===== config.mk =====
export PLATFORM = sky130hd
export DESIGN_NAME = brm_register_bank
export DESIGN_NICKNAME = d
export VERILOG_FILES = /design/src/brm_register_bank.v
export VERILOG_INCLUDE_DIRS = /design/src /design/src/include
export SDC_FILE = /design/constraint.sdc
export NUM_CORES = 2
export LEC_CHECK = 0
export BUFFER_PORTS_ARGS = -buffer_cell sky130_fd_sc_hd__buf_2
export CAP_MARGIN = 5
export CORE_MARGIN = 2
export CORE_UTILIZATION = 57
export CTS_CLUSTER_SIZE = 8
export DETAILED_ROUTE_END_ITERATION = 10
export PLACE_DENSITY = 0.85
export SLEW_MARGIN = 20
export SYNTH_ARGS = -nofsm -noshare
export SYNTH_HDL_FRONTEND = slang
export SYNTH_SLANG_ARGS = --single-unit

===== constraint.sdc =====
create_clock -name i_clk_sys -period 3.21 [get_ports i_clk_sys]
set_input_delay 0 -clock i_clk_sys [delete_from_list [all_inputs] [get_ports i_clk_sys]]
set_output_delay 0 -clock i_clk_sys [all_outputs]
set_load 0.03 [all_outputs]

===== src/include/brm_defines.vh =====
// constants for the board register map and its initialization sequencer
`ifndef BRM_DEFINES_VH
`define BRM_DEFINES_VH

// ----------------------------------------
// clock and timing
// ----------------------------------------
`define BRM_CLK_MHZ 100
`define BRM_CFG_LOAD_US 3000
`define BRM_INIT_US 3000

// ----------------------------------------
// register byte offsets
// ----------------------------------------
`define BRM_OFS_BCR 16'h0000
`define BRM_OFS_DIO 16'h0004
`define BRM_OFS_CH0 16'h8000
`define BRM_OFS_CH1 16'h000C
`define BRM_OFS_CH2 16'h0010
`define BRM_OFS_CH3 16'h0014
`define BRM_OFS_INBUF 16'h0018
`define BRM_OFS_RATE_A 16'h001C
`define BRM_OFS_RATE_B 16'h0020
`define BRM_OFS_INCFG 16'h0024
`define BRM_OFS_INFILL 16'h0028
`define BRM_OFS_INTHR 16'h002C
`define BRM_OFS_STATUS 16'h0030
`define BRM_OFS_ASSY 16'h0034
`define BRM_OFS_CAL 16'h0038
`define BRM_OFS_OUTCTL 16'h003C
`define BRM_OFS_OUTTHR 16'h0040
`define BRM_OFS_OUTFILL 16'h0044
`define BRM_OFS_OUTBUF 16'h0048
`define BRM_OFS_RATE_C 16'h004C
`define BRM_OFS_SCR0 16'h0050
`define BRM_OFS_END 16'h0060

// ----------------------------------------
// reset values and config window mask
// ----------------------------------------
`define BRM_DEF_BCR 32'h220200A0
`define BRM_DEF_CH 32'h00008000
`define BRM_DEF_RATE_AC 32'h0000007E
`define BRM_DEF_RATE_B 32'h00002760
`define BRM_DEF_INCFG 32'hFF000400
`define BRM_DEF_THR 32'h0003FFFE
`define BRM_DEF_OUTCTL 32'h0000104F
`define BRM_BAR_MASK 32'hFFFFFF80

// ----------------------------------------
// write masks and board control fields
// ----------------------------------------
`define BRM_MASK_DIV 32'h00FFFFFF
`define BRM_MASK_DIO 32'h01000100
`define BRM_BCR_CMD_MASK 32'h00102900
`define BRM_BCR_RO_MASK 32'h80004400
`define BRM_BIT_AUTOCAL 3
`define BRM_BIT_IN_SWCLK 8
`define BRM_BIT_BURST_BUSY 10
`define BRM_BIT_IN_SWTRIG 11
`define BRM_BIT_IN_CLEAR 13
`define BRM_BIT_IN_THR 14
`define BRM_BIT_IN_OVF 15
`define BRM_BIT_BUF_OUT 19
`define BRM_BIT_OUT_SWCLK 20
`define BRM_BIT_IN_UNF 23
`define BRM_BIT_RESTART 31
`define BRM_BIT_DIO_LO_OE 8
`define BRM_BIT_DIO_HI_OE 24

`endif


===== src/brm_register_bank.v =====
// control and status register bank with configuration load and restart sequencer
// ----------------------------------------
// ----------------------------------------
`timescale 1ns/1ps
`include "brm_defines.vh"

module brm_register_bank #(
  parameter LOAD_CYCLES = `BRM_CFG_LOAD_US * `BRM_CLK_MHZ,
  parameter INIT_CYCLES = `BRM_INIT_US * `BRM_CLK_MHZ,
  parameter FILL_W = 18,
  parameter [31:0] ASSY_ID = 32'h00012345 // arbitrary build code, carries no meaning
)(
  input wire i_clk_sys,                  // local bus clock
  input wire i_rst_n,                    // bus reset, active low
  input wire i_lb_req,                   // access request strobe
  input wire i_lb_wr,                    // 1 write, 0 read
  input wire [15:0] i_lb_addr,           // byte address
  input wire [3:0] i_lb_be,              // byte enables
  input wire [31:0] i_lb_wdata,          // write data
  output wire [31:0] o_lb_rdata,         // read data
  output wire o_lb_ack,                  // access completed
  output wire o_lb_retry,                // access refused, try again
  output wire o_lb_err,                  // partial-width access refused
  output wire o_cfg_loading,             // configuration load in progress
  output wire [31:0] o_bar_size_mask,    // window size mask for config space
  output wire o_init_busy,               // restart in progress
  output wire [31:0] o_board_control_word, // control word to the board
  output wire [15:0] o_out_value0,       // output channel 0 code
  output wire [15:0] o_out_value1,       // output channel 1 code
  output wire [15:0] o_out_value2,       // output channel 2 code
  output wire [15:0] o_out_value3,       // output channel 3 code
  output wire [23:0] o_rate_a_div,       // sample rate divider
  output wire [23:0] o_rate_b_div,       // burst rate divider
  output wire [23:0] o_rate_c_div,       // output rate divider
  output wire [31:0] o_in_cfg,           // channel mask and burst size
  output wire [31:0] o_in_level_mark,    // input threshold
  output wire [31:0] o_out_buf_ctl,      // buffered output control
  output wire [31:0] o_out_level_mark,   // output threshold
  output wire o_in_sw_clock,             // single input sample pulse
  output wire o_in_sw_trigger,           // single burst pulse
  output wire o_out_sw_clock,            // single output clock pulse
  output wire o_autocal_start,           // autocalibration running
  output wire o_in_buf_clear,            // empty input buffer pulse
  output wire o_out_buf_clear,           // empty output buffer pulse
  output wire o_in_pop,                  // input buffer read pulse
  output wire o_out_push,                // output buffer write pulse
  output wire [31:0] o_out_wdata,        // output buffer data
  output wire [15:0] o_dio_out,          // digital port drive value, always zero
  output wire [1:0] o_dio_oe,            // digital port byte enables
  input wire [23:0] i_in_data,           // input buffer head word
  input wire [FILL_W-1:0] i_in_fill,     // input buffer count
  input wire [FILL_W-1:0] i_out_fill,    // output buffer count
  input wire i_burst_busy,               // burst in progress
  input wire i_in_overflow,              // input overflow event pulse
  input wire i_in_underflow,             // input underflow event pulse
  input wire i_autocal_done,             // autocalibration finished pulse
  input wire [15:0] i_dio_pin            // digital port pin levels
);

  // ----------------------------------------
  // helpers
  // ----------------------------------------
  localparam NSLOT = 24;
  localparam SLOT_BCR = 0;
  localparam SLOT_DIO = 1;
  localparam SLOT_CH0 = 2;
  localparam SLOT_CH3 = 5;
  localparam SLOT_INBUF = 6;
  localparam SLOT_RATE_A = 7;
  localparam SLOT_RATE_B = 8;
  localparam SLOT_INCFG = 9;
  localparam SLOT_INFILL = 10;
  localparam SLOT_INTHR = 11;
  localparam SLOT_ASSY = 13;
  localparam SLOT_OUTCTL = 15;
  localparam SLOT_OUTTHR = 16;
  localparam SLOT_OUTFILL = 17;
  localparam SLOT_OUTBUF = 18;
  localparam SLOT_RATE_C = 19;

  // stored image restored by both bus reset and restart
  function [31:0] def_val;
    input integer s;
    begin
      case (s)
        SLOT_BCR: def_val = `BRM_DEF_BCR;
        2, 3, 4, 5: def_val = `BRM_DEF_CH;
        SLOT_RATE_A: def_val = `BRM_DEF_RATE_AC;
        SLOT_RATE_C: def_val = `BRM_DEF_RATE_AC;
        SLOT_RATE_B: def_val = `BRM_DEF_RATE_B;
        SLOT_INCFG: def_val = `BRM_DEF_INCFG;
        SLOT_INTHR: def_val = `BRM_DEF_THR;
        SLOT_OUTTHR: def_val = `BRM_DEF_THR;
        SLOT_OUTCTL: def_val = `BRM_DEF_OUTCTL;
        default: def_val = 32'h00000000;
      endcase
    end
  endfunction

  function [31:0] wr_mask;
    input integer s;
    begin
      case (s)
        SLOT_BCR: wr_mask = ~`BRM_BCR_RO_MASK;
        SLOT_DIO: wr_mask = `BRM_MASK_DIO;
        SLOT_RATE_A, SLOT_RATE_B, SLOT_RATE_C: wr_mask = `BRM_MASK_DIV;
        SLOT_INBUF, SLOT_INFILL, SLOT_ASSY, SLOT_OUTFILL, SLOT_OUTBUF:
          wr_mask = 32'h00000000;
        default: wr_mask = 32'hFFFFFFFF;
      endcase
    end
  endfunction

  // ----------------------------------------
  // address decode
  // ----------------------------------------
  reg [4:0] slot;
  reg slot_ok;

  always @*
  begin
    slot = i_lb_addr[6:2];
    slot_ok = 1'b0;
    if (i_lb_addr == `BRM_OFS_CH0)
    begin
      slot = SLOT_CH0[4:0];
      slot_ok = 1'b1;
    end
    else if (i_lb_addr < `BRM_OFS_END && i_lb_addr[1:0] == 2'b00 &&
             i_lb_addr[6:2] != SLOT_CH0[4:0])
    begin
      slot_ok = 1'b1;
    end
  end

  reg loading_ff;
  reg [31:0] regs_ff [0:NSLOT-1];
  reg init_busy_ff;

  wire full_word = (i_lb_be == 4'hF);
  wire acc_go = i_lb_req & ~loading_ff & full_word;
  wire wr_go = acc_go & i_lb_wr & slot_ok;
  wire rd_go = acc_go & ~i_lb_wr;
  // channel registers are locked out while the output buffer owns the outputs
  wire ch_lock = regs_ff[SLOT_BCR][`BRM_BIT_BUF_OUT] & (slot >= SLOT_CH0[4:0]) &
                 (slot <= SLOT_CH3[4:0]);
  wire init_go = wr_go & (slot == SLOT_BCR[4:0]) & i_lb_wdata[`BRM_BIT_RESTART] &
                 ~init_busy_ff;

  // ----------------------------------------
  // configuration load and restart timing
  // ----------------------------------------
  reg [31:0] load_cnt_ff;
  reg [31:0] init_cnt_ff;

  always @(posedge i_clk_sys or negedge i_rst_n)
  begin
    if (!i_rst_n)
    begin
      loading_ff <= 1'b1;
      load_cnt_ff <= 32'h00000000;
      init_busy_ff <= 1'b0;
      init_cnt_ff <= 32'h00000000;
    end
    else
    begin
      if (loading_ff)
      begin
        load_cnt_ff <= load_cnt_ff + 32'h00000001;
        if (load_cnt_ff >= LOAD_CYCLES - 1)
          loading_ff <= 1'b0;
      end
      if (init_go)
      begin
        init_busy_ff <= 1'b1;
        init_cnt_ff <= 32'h00000000;
      end
      else if (init_busy_ff)
      begin
        init_cnt_ff <= init_cnt_ff + 32'h00000001;
        if (init_cnt_ff >= INIT_CYCLES - 1)
          init_busy_ff <= 1'b0;
      end
    end
  end

  // ----------------------------------------
  // board control word next value
  // ----------------------------------------
  reg [31:0] nxt_bcr;

  always @*
  begin
    // command pulses last exactly one cycle
    nxt_bcr = regs_ff[SLOT_BCR] & ~`BRM_BCR_CMD_MASK;
    if (i_autocal_done)
      nxt_bcr[`BRM_BIT_AUTOCAL] = 1'b0;
    if (wr_go && slot == SLOT_BCR[4:0])
      nxt_bcr = (nxt_bcr & `BRM_BCR_RO_MASK) | (i_lb_wdata & ~`BRM_BCR_RO_MASK);
    // events win over a clearing write in the same cycle
    nxt_bcr[`BRM_BIT_IN_OVF] = nxt_bcr[`BRM_BIT_IN_OVF] | i_in_overflow;
    nxt_bcr[`BRM_BIT_IN_UNF] = nxt_bcr[`BRM_BIT_IN_UNF] | i_in_underflow;
    nxt_bcr[`BRM_BIT_BURST_BUSY] = i_burst_busy;
    nxt_bcr[`BRM_BIT_IN_THR] = (i_in_fill > regs_ff[SLOT_INTHR][FILL_W-1:0]);
    nxt_bcr[`BRM_BIT_RESTART] = 1'b0;
  end

  // ----------------------------------------
  // register file
  // ----------------------------------------
  integer k;

  always @(posedge i_clk_sys or negedge i_rst_n)
  begin
    if (!i_rst_n)
    begin
      for (k = 0; k < NSLOT; k = k + 1)
        regs_ff[k] <= def_val(k);
    end
    else if (init_go)
    begin
      for (k = 0; k < NSLOT; k = k + 1)
        regs_ff[k] <= def_val(k);
    end
    else
    begin
      if (wr_go && !ch_lock)
        regs_ff[slot] <= (regs_ff[slot] & ~wr_mask(slot)) |
                         (i_lb_wdata & wr_mask(slot));
      regs_ff[SLOT_BCR] <= nxt_bcr;
    end
  end

  // ----------------------------------------
  // digital port pin synchroniser
  // ----------------------------------------
  reg [15:0] dio_s1_ff;
  reg [15:0] dio_s2_ff;
  reg [15:0] dio_s3_ff;
  reg [15:0] dio_val_ff;
  wire [15:0] dio_agree = ~(dio_s2_ff ^ dio_s3_ff);

  always @(posedge i_clk_sys or negedge i_rst_n)
  begin
    if (!i_rst_n)
    begin
      dio_s1_ff <= 16'h0000;
      dio_s2_ff <= 16'h0000;
      dio_s3_ff <= 16'h0000;
      dio_val_ff <= 16'h0000;
    end
    else
    begin
      dio_s1_ff <= i_dio_pin;
      dio_s2_ff <= dio_s1_ff;
      dio_s3_ff <= dio_s2_ff;
      dio_val_ff <= (dio_agree & dio_s3_ff) | (~dio_agree & dio_val_ff);
    end
  end

  // ----------------------------------------
  // read path and answers
  // ----------------------------------------
  reg [31:0] rd_mux;
  reg [31:0] rdata_ff;
  reg ack_ff;
  reg retry_ff;
  reg err_ff;
  reg pop_ff;
  reg push_ff;
  reg [31:0] owdata_ff;
  reg in_clr_ff;
  reg out_clr_ff;
  reg [31:0] bar_ff;

  always @*
  begin
    rd_mux = 32'h00000000;
    if (!slot_ok)
      rd_mux = 32'h00000000;
    else
    begin
      case (slot)
        SLOT_BCR[4:0]:
        begin
          rd_mux = regs_ff[SLOT_BCR];
          rd_mux[`BRM_BIT_RESTART] = init_busy_ff;
        end
        SLOT_DIO[4:0]:
          rd_mux = {7'h00, regs_ff[SLOT_DIO][`BRM_BIT_DIO_HI_OE], dio_val_ff[15:8],
                    7'h00, regs_ff[SLOT_DIO][`BRM_BIT_DIO_LO_OE], dio_val_ff[7:0]};
        SLOT_INBUF[4:0]: rd_mux = {8'h00, i_in_data};
        SLOT_INFILL[4:0]: rd_mux = {{(32-FILL_W){1'b0}}, i_in_fill};
        SLOT_ASSY[4:0]: rd_mux = ASSY_ID;
        SLOT_OUTFILL[4:0]: rd_mux = {{(32-FILL_W){1'b0}}, i_out_fill};
        SLOT_OUTBUF[4:0]: rd_mux = 32'h00000000;
        default: rd_mux = regs_ff[slot];
      endcase
    end
  end

  always @(posedge i_clk_sys or negedge i_rst_n)
  begin
    if (!i_rst_n)
    begin
      rdata_ff <= 32'h00000000;
      ack_ff <= 1'b0;
      retry_ff <= 1'b0;
      err_ff <= 1'b0;
      pop_ff <= 1'b0;
      push_ff <= 1'b0;
      owdata_ff <= 32'h00000000;
      in_clr_ff <= 1'b0;
      out_clr_ff <= 1'b0;
      bar_ff <= 32'h00000000;
    end
    else
    begin
      ack_ff <= acc_go;
      retry_ff <= i_lb_req & loading_ff;
      err_ff <= i_lb_req & ~loading_ff & ~full_word;
      rdata_ff <= rd_go ? rd_mux : 32'h00000000;
      pop_ff <= rd_go & slot_ok & (slot == SLOT_INBUF[4:0]);
      push_ff <= wr_go & (slot == SLOT_OUTBUF[4:0]);
      if (wr_go && slot == SLOT_OUTBUF[4:0])
        owdata_ff <= i_lb_wdata;
      in_clr_ff <= init_go | (~init_go & nxt_bcr[`BRM_BIT_IN_CLEAR]);
      out_clr_ff <= init_go;
      bar_ff <= `BRM_BAR_MASK;
    end
  end

  // ----------------------------------------
  // outputs
  // ----------------------------------------
  assign o_lb_rdata = rdata_ff;
  assign o_lb_ack = ack_ff;
  assign o_lb_retry = retry_ff;
  assign o_lb_err = err_ff;
  assign o_cfg_loading = loading_ff;
  assign o_bar_size_mask = bar_ff;
  assign o_init_busy = init_busy_ff;
  assign o_board_control_word = regs_ff[SLOT_BCR];
  assign o_out_value0 = regs_ff[2][15:0];
  assign o_out_value1 = regs_ff[3][15:0];
  assign o_out_value2 = regs_ff[4][15:0];
  assign o_out_value3 = regs_ff[5][15:0];
  assign o_rate_a_div = regs_ff[SLOT_RATE_A][23:0];
  assign o_rate_b_div = regs_ff[SLOT_RATE_B][23:0];
  assign o_rate_c_div = regs_ff[SLOT_RATE_C][23:0];
  assign o_in_cfg = regs_ff[SLOT_INCFG];
  assign o_in_level_mark = regs_ff[SLOT_INTHR];
  assign o_out_buf_ctl = regs_ff[SLOT_OUTCTL];
  assign o_out_level_mark = regs_ff[SLOT_OUTTHR];
  assign o_in_sw_clock = regs_ff[SLOT_BCR][`BRM_BIT_IN_SWCLK];
  assign o_in_sw_trigger = regs_ff[SLOT_BCR][`BRM_BIT_IN_SWTRIG];
  assign o_out_sw_clock = regs_ff[SLOT_BCR][`BRM_BIT_OUT_SWCLK];
  assign o_autocal_start = regs_ff[SLOT_BCR][`BRM_BIT_AUTOCAL];
  assign o_in_buf_clear = in_clr_ff;
  assign o_out_buf_clear = out_clr_ff;
  assign o_in_pop = pop_ff;
  assign o_out_push = push_ff;
  assign o_out_wdata = owdata_ff;
  assign o_dio_out = regs_ff[SLOT_DIO][15:0] & 16'h0000;
  assign o_dio_oe = {regs_ff[SLOT_DIO][`BRM_BIT_DIO_HI_OE],
                     regs_ff[SLOT_DIO][`BRM_BIT_DIO_LO_OE]};

endmodule // brm_register_bank


==> metrics <==
status=finished with violations; failing checks=setup timing; Die ar.=slightly above 80000 um^2; library cells used by synthesis=between 70 and 80; hold slack=0.0510 ns; Row Count=103; global placement routability congestion=~1.0; Initial Utilization=0.577; Initial DRT Pass Iterations=9; clk sinks=969; non-filler cells, final=between 5000 and 6000; RSZ-0062 raised after global routing=no; remaining global-route overflow=0; grt met2 use=0.603; Clock Tree Buf Depth=3; Pint=~21 mW; GRT Util Overall=0.418; Setup Skew=around 0.044 ns; area overhead of the layout relative to synthesis=17.1%; GRT busiest layer=met2; CP Data Required Time=approximately 4 ns; dpl hpwl=roughly 120000 um; largest net degree at the start of global routing=around 100; DR vias=37100; Final Max Slew Viols=0; Mapped Cells=approximately 3900; Worst-path clk slew=roughly 0.05 ns; asr flop ratio synth=1.00; most frequent cells in the layout=dfrtp_1, buf_2, mux2i_1; worst min path class=input pin to register; CTS tree=done; Sw Ratio=0.259; Power Density=~530 nW/um^2; core box area=roughly 80000 um^2; post-route ant nets=0; Nets=between 4000 and 5000; count of input and output buffers=534; Logic pwr share=0.076; Final Hold Fails=0; CP endpoint kind=register; CP max FO=4; Seq cells post-synth=around 970; dpl cells=5032; Leak=~26 nW; setup ws final=-0.00514 ns; crit path time final=around 3.2 ns; Die H=287 um; first-pass GRT wire length=approximately 250000 um; DR iter-0 viols=roughly 5200; GR Util met3=0.166; WL final=approximately 170000 um; Flop pwr share=0.433; number of synthesized flops with an enable pin=0; largest cells by area after synthesis=dfrtp_1, mux2i_1, buf_4, a22o_1, dfstp_2; Post-Syn Area=~46000 um^2; Max Clk Rate=between 0.3 and 0.4 GHz; Worst Tran Pin Value=1.16 ns; area post-placement=48000 um^2; sequential share of the synthesized area=0.533; initial antenna violation count=10; final instance area=between 50000 and 60000 um^2; share of the synthesized area in the top cell type=0.489; max cap viols=0; Post-synth top flop=dfrtp_1; largest area contributor in the synthesized netlist=dfrtp_1; P_sw=roughly 7.4 mW; most common cell after layout, fill and taps aside=dfrtp_1; DRC violations left=0; worst path arrival time=3.90 ns; vias in the first global route=~37000; Critical Path Start Type=register; Worst Path Class, Setup=register to register; grt met1 use=0.492; Mean Syn Cell Area=11.8 um^2; Synthesis Warnings=0; Via density=between 6 and 7; Die X=287 um; Tcrit/Tclk final=1.00; relative slew slack=0.222; maximum vdd ir drop=0.446 mV; setup violators final=1; Max H-tree Level=4; postcts setup bufs=0; layout cells sized above 1=0.259; # fillers=around 5400; Num CTS Buffers=139; Clock Power Share=0.491; IO Pins=between 500 and 600; wire per inst=32.0 um; Clk Latency, worst-skew pair=between 0.7 and 0.8 ns; CTS Root Cell=clkbuf_16
-- metal layers --
metal  share of wire  routed length (um)
met5         0.00050                  86
met1            0.33               56800
met4            0.10               17300
met3            0.14               24600
met2            0.43               74100
-- through the flow --
| step | setup WS (ns) | utilization | setup TNS (ns) | power [mW] |
|---|---|---|---|---|
| 4_1_cts | 0.199 | 0.675 | 0 | 28.3 |
| 3_3_place_gp | 0.0374 | 0.606 | 0 | 14.4 |
| 2_1_floorplan | 0.0124 | - | 0 | 13.5 |
| 6_report | -0.00514 | 0.676 | -0.00514 | 28.5 |
| 5_1_grt | 0.0380 | 0.676 | 0 | 29.1 |
| 3_5_place_dp | -0.0665 | 0.606 | -1.83 | 14.4 |
-- cell families after synthesis --
| family | synth area share |
|---|---|
| adder cells (fa/ha/maj) | 0.0101 |
| flip-flops | 0.533 |
| buffers and inverters | 0.0894 |
| multiplexers | 0.0988 |
| XOR/XNOR | 0.00806 |
| AO/OA/AOI/OAI | 0.166 |
| AND/OR/NAND/NOR | 0.0938 |
| other | 0.000165 |
-- sequential cells by signal (all words and copies together), names as in the netlist, 2 cells and up, named ones only --
signal and flops:
dio_s1_ff 16, dio_s2_ff 16, dio_s3_ff 16, init_cnt_ff 32, load_cnt_ff 32, o_board_control_word 31, o_dio_oe 2, o_in_cfg 32
o_in_level_mark 32, o_lb_rdata 32, o_out_buf_ctl 32, o_out_level_mark 32, o_out_value0 16, o_out_value1 16, o_out_value2 16, o_out_value3 16
o_out_wdata 32, o_rate_a_div 24, o_rate_b_div 24, o_rate_c_div 24, regs_ff 470
-- cell usage after synthesis (41+ instances only) --
cell and count:
dfrtp_1 892, mux2_2 53, o2bb2ai_1 171, dfstp_2 77
and3_1 41, a2bb2oi_1 47, buf_2 116, mux2i_1 319
a22o_1 290, a22oi_1 146, clkbuf_1 143, nor2_1 80
nand4_1 49, o21ai_0 71, a21oi_1 48, nand3_1 106
nand2_1 175, and2_1 217, buf_4 362
-- worst max-delay path, cell delays in order, from the launching register on --
cell and delay, ns:
dfrtp_1 0.63, mux2i_1 0.15, a22oi_1 0.19, nand2_1 0.13, nor3_1 0.50, o21ai_0 0.57
a31oi_1 0.36, dlygate4sd3_1 0.60
-- cell type report --
type	instances	area (um^2)	share of cell area
timing repair buffer	856	5980	0.112
clock buffer	216	3770	0.0705
multi-input combinational	2251	17500	0.328
antenna	2	5.00	0.0000936
inverter	36	135	0.00253
clock inverter	16	397	0.00742
tap	1050	1310	0.0246
sequential	969	24300	0.455
-- path summary, 6_finish.rpt --
path	from	end	slack [ns]	cells after the start
setup / recovery	o_dio_oe[0]	o_lb_rdata[8]	-0.005	7
hold / removal	i_in_data[0]	o_lb_rdata[0]	0.05	7
setup reg to reg	o_dio_oe[0]	o_lb_rdata[8]	-0.005	7
hold reg to reg	dio_s1_ff[0]	dio_s2_ff[0]	0.34	0
max in group asynchronous	i_rst_n	o_cfg_loading	2.46	3
min in group asynchronous	i_rst_n	regs_ff[713]	0.16	3
-- power groups by stage --
stage | registers [mW] | logic [mW] | clock network, mW
after global routing | 12.3 | 2.22 | 14.6
after detailed placement | 12.5 | 1.92 | 0
after global placement | 12.5 | 1.91 | 0
after floorplan | 12.5 | 0.954 | 0
after CTS | 12.3 | 2.05 | 14.0
final | 12.3 | 2.16 | 14.0
-- repair_timing --
item	4_1_cts	5_1_grt
endpoints found under the hold margin	966	0
hold buffers	128	0
resized for setup	0	0
Note: power is estimated with default switching activity, not from simulation.
